--- config.mk ---
export PLATFORM = sky130hd
export DESIGN_NAME = fcd_top
export DESIGN_NICKNAME = d
export VERILOG_FILES = /design/src/logic/fcd_pkg.sv /design/src/logic/fcd_top.sv
export SDC_FILE = /design/constraint.sdc
export NUM_CORES = 1
export LEC_CHECK = 0
export BUFFER_PORTS_ARGS = -buffer_cell sky130_fd_sc_hd__buf_2
export CORE_ASPECT_RATIO = 1.2
export CORE_UTILIZATION = 42
export CTS_CLUSTER_SIZE = 40
export DETAILED_ROUTE_END_ITERATION = 8
export PLACE_DENSITY_LB_ADDON = 0.08
export SETUP_SLACK_MARGIN = 0.5
export SYNTH_ARGS = -nofsm -noshare
export SYNTH_HDL_FRONTEND = slang
export SYNTH_SLANG_ARGS = --single-unit
--- constraint.sdc ---
create_clock -name pclk -period 2.46 [get_ports pclk]
set_input_delay 0.369 -clock pclk [delete_from_list [all_inputs] [get_ports pclk]]
set_output_delay 0.369 -clock pclk [all_outputs]
set_load 0.02 [all_outputs]
--- src/logic/fcd_pkg.sv ---
// Summary of operation
// Divided clock paces program and erase timing
// Loaded flag reads 0 until first write
// All readable; low bits write once; flag unwritable
// Prescale select divides oscillator by eight first
// Software keeps timing clock 150-200 kHz
// Total division supported up to 512
// Timing clock is osc/(8?)/(value+1)
// Security register readable, ignores all writes
// Security register loaded from nonvolatile byte
// Double fault at load sets every bit
// Backdoor enabled only for pattern 10
// Unsecured only for security pattern 10
// Backdoor unlock forces security field 10
// Reserved nonvolatile bits left erased at 1
// Pattern 01 recommended for disable and secure
`default_nettype none
package fcd_pkg;
  localparam logic [11:0] FCD_OFS_DIVIDER  = 12'h000;
  localparam logic [11:0] FCD_OFS_SECURITY = 12'h004;
  localparam logic [11:0] FCD_OFS_STATUS   = 12'h008;
  localparam logic [11:0] FCD_OFS_UNLOCK   = 12'h00C;
  localparam int FCD_LOADED_BIT   = 7;
  localparam int FCD_PRESCALE_BIT = 6;
  localparam int FCD_KEYEN_LSB    = 6;
  localparam int FCD_RNV_LSB      = 2;
  localparam int FCD_SEC_LSB      = 0;
  localparam logic [7:0] FCD_DIVIDER_RESET = 8'h00;
  localparam logic [7:0] FCD_SECURITY_RESET = 8'hFF;
  localparam logic [1:0] FCD_PATTERN_ON   = 2'h2;
  localparam logic [2:0] FCD_PRESCALE_MAX = 3'h7;
  localparam int FCD_MAX_RATIO = 512;
  localparam int FCD_OSC_HZ     = 10000000;
  localparam int FCD_TCLK_MIN_HZ = 150000;
  localparam int FCD_TCLK_MAX_HZ = 200000;
  localparam int FCD_PCLK_NS     = 100;
  typedef enum logic [1:0] {
    FCD_LD_IDLE = 2'b00,
    FCD_LD_WAIT = 2'b01,
    FCD_LD_DONE = 2'b10
  } fcd_load_t;
endpackage
`default_nettype wire

--- src/logic/fcd_top.sv ---
`timescale 1ns/1ps
`default_nettype none
module fcd_top (
  input  wire logic        pclk,          // Oscillator clock
  input  wire logic        presetn,       // Async reset, active low
  input  wire logic        psel,          // APB select
  input  wire logic        penable,       // APB access phase
  input  wire logic        pwrite,        // APB write
  input  wire logic [11:0] paddr,         // APB byte address
  input  wire logic [31:0] pwdata,        // APB write data
  output logic             pready,        // APB ready
  output logic [31:0]      prdata,        // APB read data
  output logic             pslverr,       // APB error
  input  wire logic        nv_valid,      // Config byte fetch done
  input  wire logic [7:0]  nv_sec_byte,   // Nonvolatile security byte
  input  wire logic        double_fault_flag, // Uncorrectable fault on fetch
  input  wire logic        key_unlock,    // Backdoor key matched, pulse
  output logic             timing_tick,   // One pulse per timing period
  output logic             timing_ready,  // Divider loaded
  output logic             backdoor_enabled, // Backdoor access allowed
  output logic             secured        // Part secured
);
  import fcd_pkg::*;

  logic [7:0] timing_divider_register;
  logic [7:0] security_register;
  logic [2:0] pre_cnt;
  logic [5:0] div_cnt;
  logic       sec_loaded;
  logic       nv_s1;
  logic       nv_s2;
  logic       nv_s3;
  logic       setup_ok;
  logic [31:0] next_prdata;

  function automatic logic sel_hit(input logic [11:0] a, input logic [11:0] o);
    sel_hit = (a[11:2] == o[11:2]);
  endfunction

  wire access = psel && penable;
  wire wr     = access && pwrite;
  assign pready  = 1'b1;
  assign pslverr = access && !(sel_hit(paddr, FCD_OFS_DIVIDER)
                            || sel_hit(paddr, FCD_OFS_SECURITY)
                            || sel_hit(paddr, FCD_OFS_STATUS));
  assign setup_ok = timing_divider_register[FCD_LOADED_BIT];

  // Write-once divider; flag set only by hardware
  always_ff @(posedge pclk or negedge presetn) begin
    if (!presetn) begin
      timing_divider_register <= FCD_DIVIDER_RESET;
    end else if (wr && sel_hit(paddr, FCD_OFS_DIVIDER) && !setup_ok) begin
      timing_divider_register <= {1'b1, pwdata[6:0]};
    end
  end

  // Fetch-done input comes from outside; 3-stage sync
  always_ff @(posedge pclk or negedge presetn) begin
    if (!presetn) begin
      nv_s1 <= 1'b0;
      nv_s2 <= 1'b0;
      nv_s3 <= 1'b0;
    end else begin
      nv_s1 <= nv_valid;
      nv_s2 <= nv_s1;
      nv_s3 <= nv_s2;
    end
  end

  // Secured until the config byte arrives, so early reads never show open
  always_ff @(posedge pclk or negedge presetn) begin
    if (!presetn) begin
      security_register <= FCD_SECURITY_RESET;
      sec_loaded        <= 1'b0;
    end else if (!sec_loaded && nv_s2 && nv_s3) begin
      sec_loaded <= 1'b1;
      if (double_fault_flag) begin
        security_register <= FCD_SECURITY_RESET;
      end else begin
        security_register <= nv_sec_byte;
      end
    end else if (sec_loaded && key_unlock) begin
      security_register[FCD_SEC_LSB +: 2] <= FCD_PATTERN_ON;
    end
  end

  // Prescaler then six-bit divider; max 8*64 = 512
  always_ff @(posedge pclk or negedge presetn) begin
    if (!presetn) begin
      pre_cnt     <= 3'h0;
      div_cnt     <= 6'h00;
      timing_tick <= 1'b0;
    end else begin
      timing_tick <= 1'b0;
      if (!setup_ok) begin
        pre_cnt <= 3'h0;
        div_cnt <= 6'h00;
      end else if (!timing_divider_register[FCD_PRESCALE_BIT]
                   || pre_cnt == FCD_PRESCALE_MAX) begin
        pre_cnt <= 3'h0;
        if (div_cnt == timing_divider_register[5:0]) begin
          div_cnt     <= 6'h00;
          timing_tick <= 1'b1;
        end else begin
          div_cnt <= div_cnt + 6'h01;
        end
      end else begin
        pre_cnt <= pre_cnt + 3'h1;
      end
    end
  end

  assign timing_ready     = setup_ok;
  assign backdoor_enabled = (security_register[FCD_KEYEN_LSB +: 2] == FCD_PATTERN_ON);
  assign secured          = (security_register[FCD_SEC_LSB +: 2] != FCD_PATTERN_ON);

  // Security register has no APB write path; only the config load and key unlock change it
  always_comb begin
    next_prdata = 32'h0000_0000;
    if (sel_hit(paddr, FCD_OFS_DIVIDER)) begin
      next_prdata = {24'h000000, timing_divider_register};
    end else if (sel_hit(paddr, FCD_OFS_SECURITY)) begin
      next_prdata = {24'h000000, security_register};
    end else if (sel_hit(paddr, FCD_OFS_STATUS)) begin
      next_prdata = {28'h0000000, sec_loaded, secured, backdoor_enabled, setup_ok};
    end
  end

  // Captured in setup phase so read data stands from a flop through access
  always_ff @(posedge pclk or negedge presetn) begin
    if (!presetn) begin
      prdata <= 32'h0000_0000;
    end else if (psel && !penable && !pwrite) begin
      prdata <= next_prdata;
    end else begin
      prdata <= 32'h0000_0000;
    end
  end
endmodule
`default_nettype wire

## After elaboration in Yosys (flattened, before gate mapping)

Index checks and enable logic that the tools add are counted.

- Register bits after elaboration: 62
- Latch bits: 0
- RAM bits: 0
- Bits in read-only memories: 0
- Bits of input ports: 60
- Output and inout bits: 38
- Logic and storage cells: 56
- Memories: 0

- Add/subtract/negate cells: 2
- $mul: 0
- Div/mod/pow operators: 0
- $lt $le $gt $ge: 0
- Equal/unequal tests: 7
- Shift operators: 0
- Muxes and demuxes: 15
- Bitwise gates (word level): 0
- Reductions and logical operators: 21

Operators with widths:

| cell | count |
|---|---|
| $mux W32 | 1 |
| $mux W8 | 3 |
| $mux W6 | 3 |
| $eq A10 B1 Y1 const B | 1 |
| $eq A10 B2 Y1 const B | 1 |
| $logic_and A1 B1 Y1 | 10 |
| $logic_not A10 Y1 | 1 |
| $add A6 B1 Y6 const B | 1 |
| $eq A6 B6 Y1 | 1 |
| $logic_not A1 Y1 | 6 |
| $mux W3 | 2 |
| $mux W2 | 2 |
| $mux W4 | 1 |
| $add A3 B1 Y3 const B | 1 |
| $eq A3 B3 Y1 const B | 1 |
| $logic_or A1 B1 Y1 | 3 |
| $mux W1 | 3 |
| $eq A2 B2 Y1 const B | 1 |
| $ne A2 B1 Y1 const B | 1 |
| $ne A2 B2 Y1 const B | 1 |
| $reduce_bool A2 Y1 | 1 |

## Logic depth before layout (Yosys ltp)

- Depth after elaboration: 5
- Gate-level depth with buffers: 7
- Mapped depth without buffers: 6

## Worst setup path after synthesis

OpenSTA, ideal clock, no wires.

- Kind: input -> register
- Start point: input paddr[9]
- End point: register timing_divider_register[0]
- Data arrival time: 1.651 ns
- Required time: 2.335 ns
- Path slack: 0.684 ns
- Stages on the path: 5
- Buffers on the path: 1
- Path through: nor4_4 > nand2_2 > or4_4 > buf_6 > mux2_4

- Word-level cells in the longest chain between the ends: 3

Ends and longest elaborated chain:

| what | RTL line | source |
|---|---|---|
| start: declaration | fcd_top.sv:9 | `input wire logic [11:0] paddr,` |
| $logic_not A10 Y1 | fcd_top.sv:37 | `sel_hit = (a[11:2] == o[11:2]);` |
| $logic_and A1 B1 Y1 (2 in series) | fcd_top.sv:52 | `end else if (wr && sel_hit(paddr, FCD_OFS_DIVIDER) && !setup_ok) begin` |
| end signal: assignment | fcd_top.sv:53 | `timing_divider_register <= {1'b1, pwdata[6:0]};` |
| end: declaration | fcd_top.sv:25 | `logic [7:0] timing_divider_register;` |

No other way between the ends.
A chain may end at the register's enable or synchronous reset.

## Final worst setup path

- Start point: register pre_cnt[0]
- End point: register div_cnt[3]

- Word-level cells in the longest chain between the ends: 3

Ends and longest elaborated chain:

| what | RTL line | source |
|---|---|---|
| start: declaration | fcd_top.sv:27 | `logic [2:0] pre_cnt;` |
| start signal: assignment | fcd_top.sv:108 | `pre_cnt <= pre_cnt + 3'h1;` |
| $eq A3 B3 Y1 | fcd_top.sv:99 | `\|\| pre_cnt == FCD_PRESCALE_MAX) begin` |
| $logic_or A1 B1 Y1 | fcd_top.sv:99 |  |
| $ne A2 B1 Y1 (no source line) | - |  |
| end signal: assignment | fcd_top.sv:105 | `div_cnt <= div_cnt + 6'h01;` |
| end: declaration | fcd_top.sv:28 | `logic [5:0] div_cnt;` |

No other way between the ends.

==> impl_metrics.toml <==
[routing]
ant_nets = 0
first_pass_iters = 4
met3WireLength_um = 228
totalWireLength_um = 3650
drc = 0
routedLengthMet1_um = 1560
vias = 1347
post_drt_via_cell_ratio = 4.76
met2RoutedLength_um = 1790
highest_layer = "met4"
wire_per_inst_um = 12.9
1st_iter_drt_viols = 39

[worst_setup_path]
worstPathRequired_ns = 2.64
critPathSlowestCell = "and3b_1"
worst-endpoint-arrival_ns = 1.95
most_frequent_cell_on_critical_path = "ha_1"
nature_of_the_critical_path_startpoint = "flip-flop"
critical-path-top-delay-family = "simple AND/OR/NAND/NOR gates"
worst_setup_path_category = "flip-flop to flip-flop"
timing.critical_path.slowest_cell_delay_ns = 0.39
critical_path_buf_inv_count = 0
crit_chain = "ha_1, ha_1, and3b_1, nor3_1, a21o_1, a32o_1"
cp-end-kind = "flip-flop"
top_fanout_value_on_the_critical_path = 9

[timing]
grt_setup_unrepaired = "false"
finalMaxSlewViolations = 0
worst-slew-pin-transition_ns = 0.829
timing_hold_violations_final = 0
min_period_over_period_pct = 71.8
setup_total_negative_slack_ns = 0
setup_viol_count_final = 0
final_period_minus_worst_setup_slack_ns = 1.77
fin_worst_skew_ns = 0.00347
setup_ws_ns = 0.694
relSlewSlack_pct = 44.7
achievable-frequency_ghz = 0.566

[placed_design]
number_of_port_buffers = 45
preCtsSetupSlack_ns = 0.481
placed_cells = 275
routabilityCongestion = 0.728
hpwlAfterDp_um = 2750

[clock_network]
cts_hold_buf = 0
ctsRootBufferMaster = "clkbuf_8"
tritoncts = "done"
ctsLongestPathBuffers = 2
worst_setup_hold_path_clk_slew_ns = 0.07
cts_htree_levels = 2
cts_repair_resize_count = 0
post_cts_repair_setup_buffers = 0
cts_inserted_buffers = 5
cts_num_sinks = 38
clk_latency_worst_skew_pair_ns = 0.29

[run_status]
status = "complete, no violations"

[logic_synthesis]
syn_area_sq_mm = 0.00196
synthAdderAreaFrac_pct = 1.91
yosys.area.top_type_share_pct = 38.3
yosys_warnings = 0
yosys-top-cells-area = "dfrtp_1, dfstp_2, buf_4, mux2_4, nor2_1"
synthArstFlopShare_pct = 100
synthDistinctLibCells = 37
synth.ff_latch_count = 38
post_synthesis_mux_area_share_pct = 8.42
yosys.cell_count.top_type = "dfrtp_1"
synth_compound_gate_area_share_pct = 8.30
synth_common_cells = "dfrtp_1, buf_4, nor2_1"
post_synth_inst_count = 182
synth-xor-area-share_pct = 3.57
cell_type_contributing_the_most_total_cell_area_after_synthesis = "dfrtp_1"
synth-simple-area-share_pct = 16.7
postSynthAreaPerCell_sq_um = 10.8
synth_top_family_by_area = "simple AND/OR/NAND/NOR gates"
ys_seq_area_share_pct = 49.0
yosys_most_used_dff = "dfrtp_1"
synth-edff-count = 0

[grt]
antenna_found_initial = 0
grt_pass1_wl_um = 6050
global_route.overflow_total = 0
grt_pass1_vias = 1287
grtUsageTotal_pct = 15.9
pin_count_of_the_biggest_net_entering_global_routing = 39

[floorplan]
die-width_um = 64.4
die_area_sq_mm = 0.00495
initial_utilization_pct = 45.0
die-height_um = 76.8
core_area_sq_mm = 0.00436
io_pins = 98
fp-row-count = 26

[final_layout]
insertedDiodeCount = 0
final_net_count = 289
filler_cell_count = 416
final_core_util_pct = 51.3
layout-area-overhead-vs-synth_pct = 14.1
post_route_cells_drive_above_1_share_pct = 32.6
layout.cells.non_filler = 283

[power_and_ir_drop]
clockPowerShare_pct = 38.4
internal_power_w = 0.00101
seq_power_share_pct = 50.8
total_leakage_power_nw = 1.22
sw_frac_of_total_pct = 24.7
pwr-share-comb_pct = 10.8
cellPowerDensity_mw_per_mm2 = 601
ir_drop_uv = 376
p_sw_w = 0.000333

[run]
drv_cap = 0

[min_path]
timing.hold.worst.class = "input pin to async pin"
==> registers in the layout, summed over array words and instances (netlist names) <==
| name | flops |
|---|---|
| div_cnt | 6 |
| nv_s1 | 1 |
| nv_s2 | 1 |
| nv_s3 | 1 |
| prdata | 8 |
| pre_cnt | 3 |
| sec_loaded | 1 |
| security_register | 8 |
| timing_divider_register | 8 |
| timing_tick | 1 |
==> layer usage <==
| metal | global-route usage, % | vias up |
|---|---|---|
| li1 | - | 659 |
| met1 | 20.3 | 631 |
| met2 | 25.1 | 49 |
| met3 | 4.46 | 8 |
| met4 | 6.44 | 0 |
| met5 | 0 | - |
==> path summary, 6_finish.rpt <==
path / end / startpoint / cells after the start / slack [ns]
worst min-delay path: timing_divider_register[0] / presetn / 1 / 0.17
max in group asynchronous: timing_divider_register[6] / presetn / 1 / 1.76
worst max register to register: div_cnt[3] / pre_cnt[0] / 6 / 0.69
worst max-delay path: div_cnt[3] / pre_cnt[0] / 6 / 0.69
min in group pclk: nv_s1 / nv_valid / 1 / 0.18
worst min register to register: nv_s2 / nv_s1 / 0 / 0.36
==> cells in the final DEF, fill, tap and decap left out, types with 5 or more instances in the layout <==
cell and instances:
mux2i_1 6, nor2_1 20, xor2_1 5, clkbuf_8 5
dfrtp_1 30, nand2_1 13, o21ai_0 7, a32o_1 5
buf_2 45, dfstp_2 8, conb_1 25, mux2_4 7
==> through the flow <==
stage	instance area [sq um]	hold slack (ns)	total power, W
floorplan	2050	0.0734	0.000810
global placement	2130	0.337	0.000836
detailed placement	2130	0.346	0.000840
CTS	2240	0.172	0.00136
global route	2240	0.168	0.00141
finish	2240	0.168	0.00135
==> power by group through the flow <==
stage	clock network (W)	registers, W	logic (W)
floorplan	0	0.000691	0.000119
global placement	0	0.000694	0.000142
detailed placement	0	0.000695	0.000145
CTS	0.000529	0.000683	0.000145
global route	0.000560	0.000687	0.000163
finish	0.000516	0.000684	0.000145
==> cell families after synthesis <==
kind of cell	after synthesis
AOI/OAI and AO/OA	24
xor gates and xnor gates	8
adders and majority gates	3
buffers and inverters	34
DFF	38
muxes	13
other	2
and+or+nand+nor	60
==> cell type report <==
type                            count  area (sq um)  area share [%]
Clock buffer                        5          68.8            3.08
Clock inverter                      3          40.0            1.79
Inverter                            2          7.51           0.336
Multi-Input combinational cell    133           857            38.3
Sequential cell                    38           961            43.0
Tap cell                           56          70.1            3.13
Timing Repair Buffer               46           233            10.4
(Power assumes the default switching activity.)
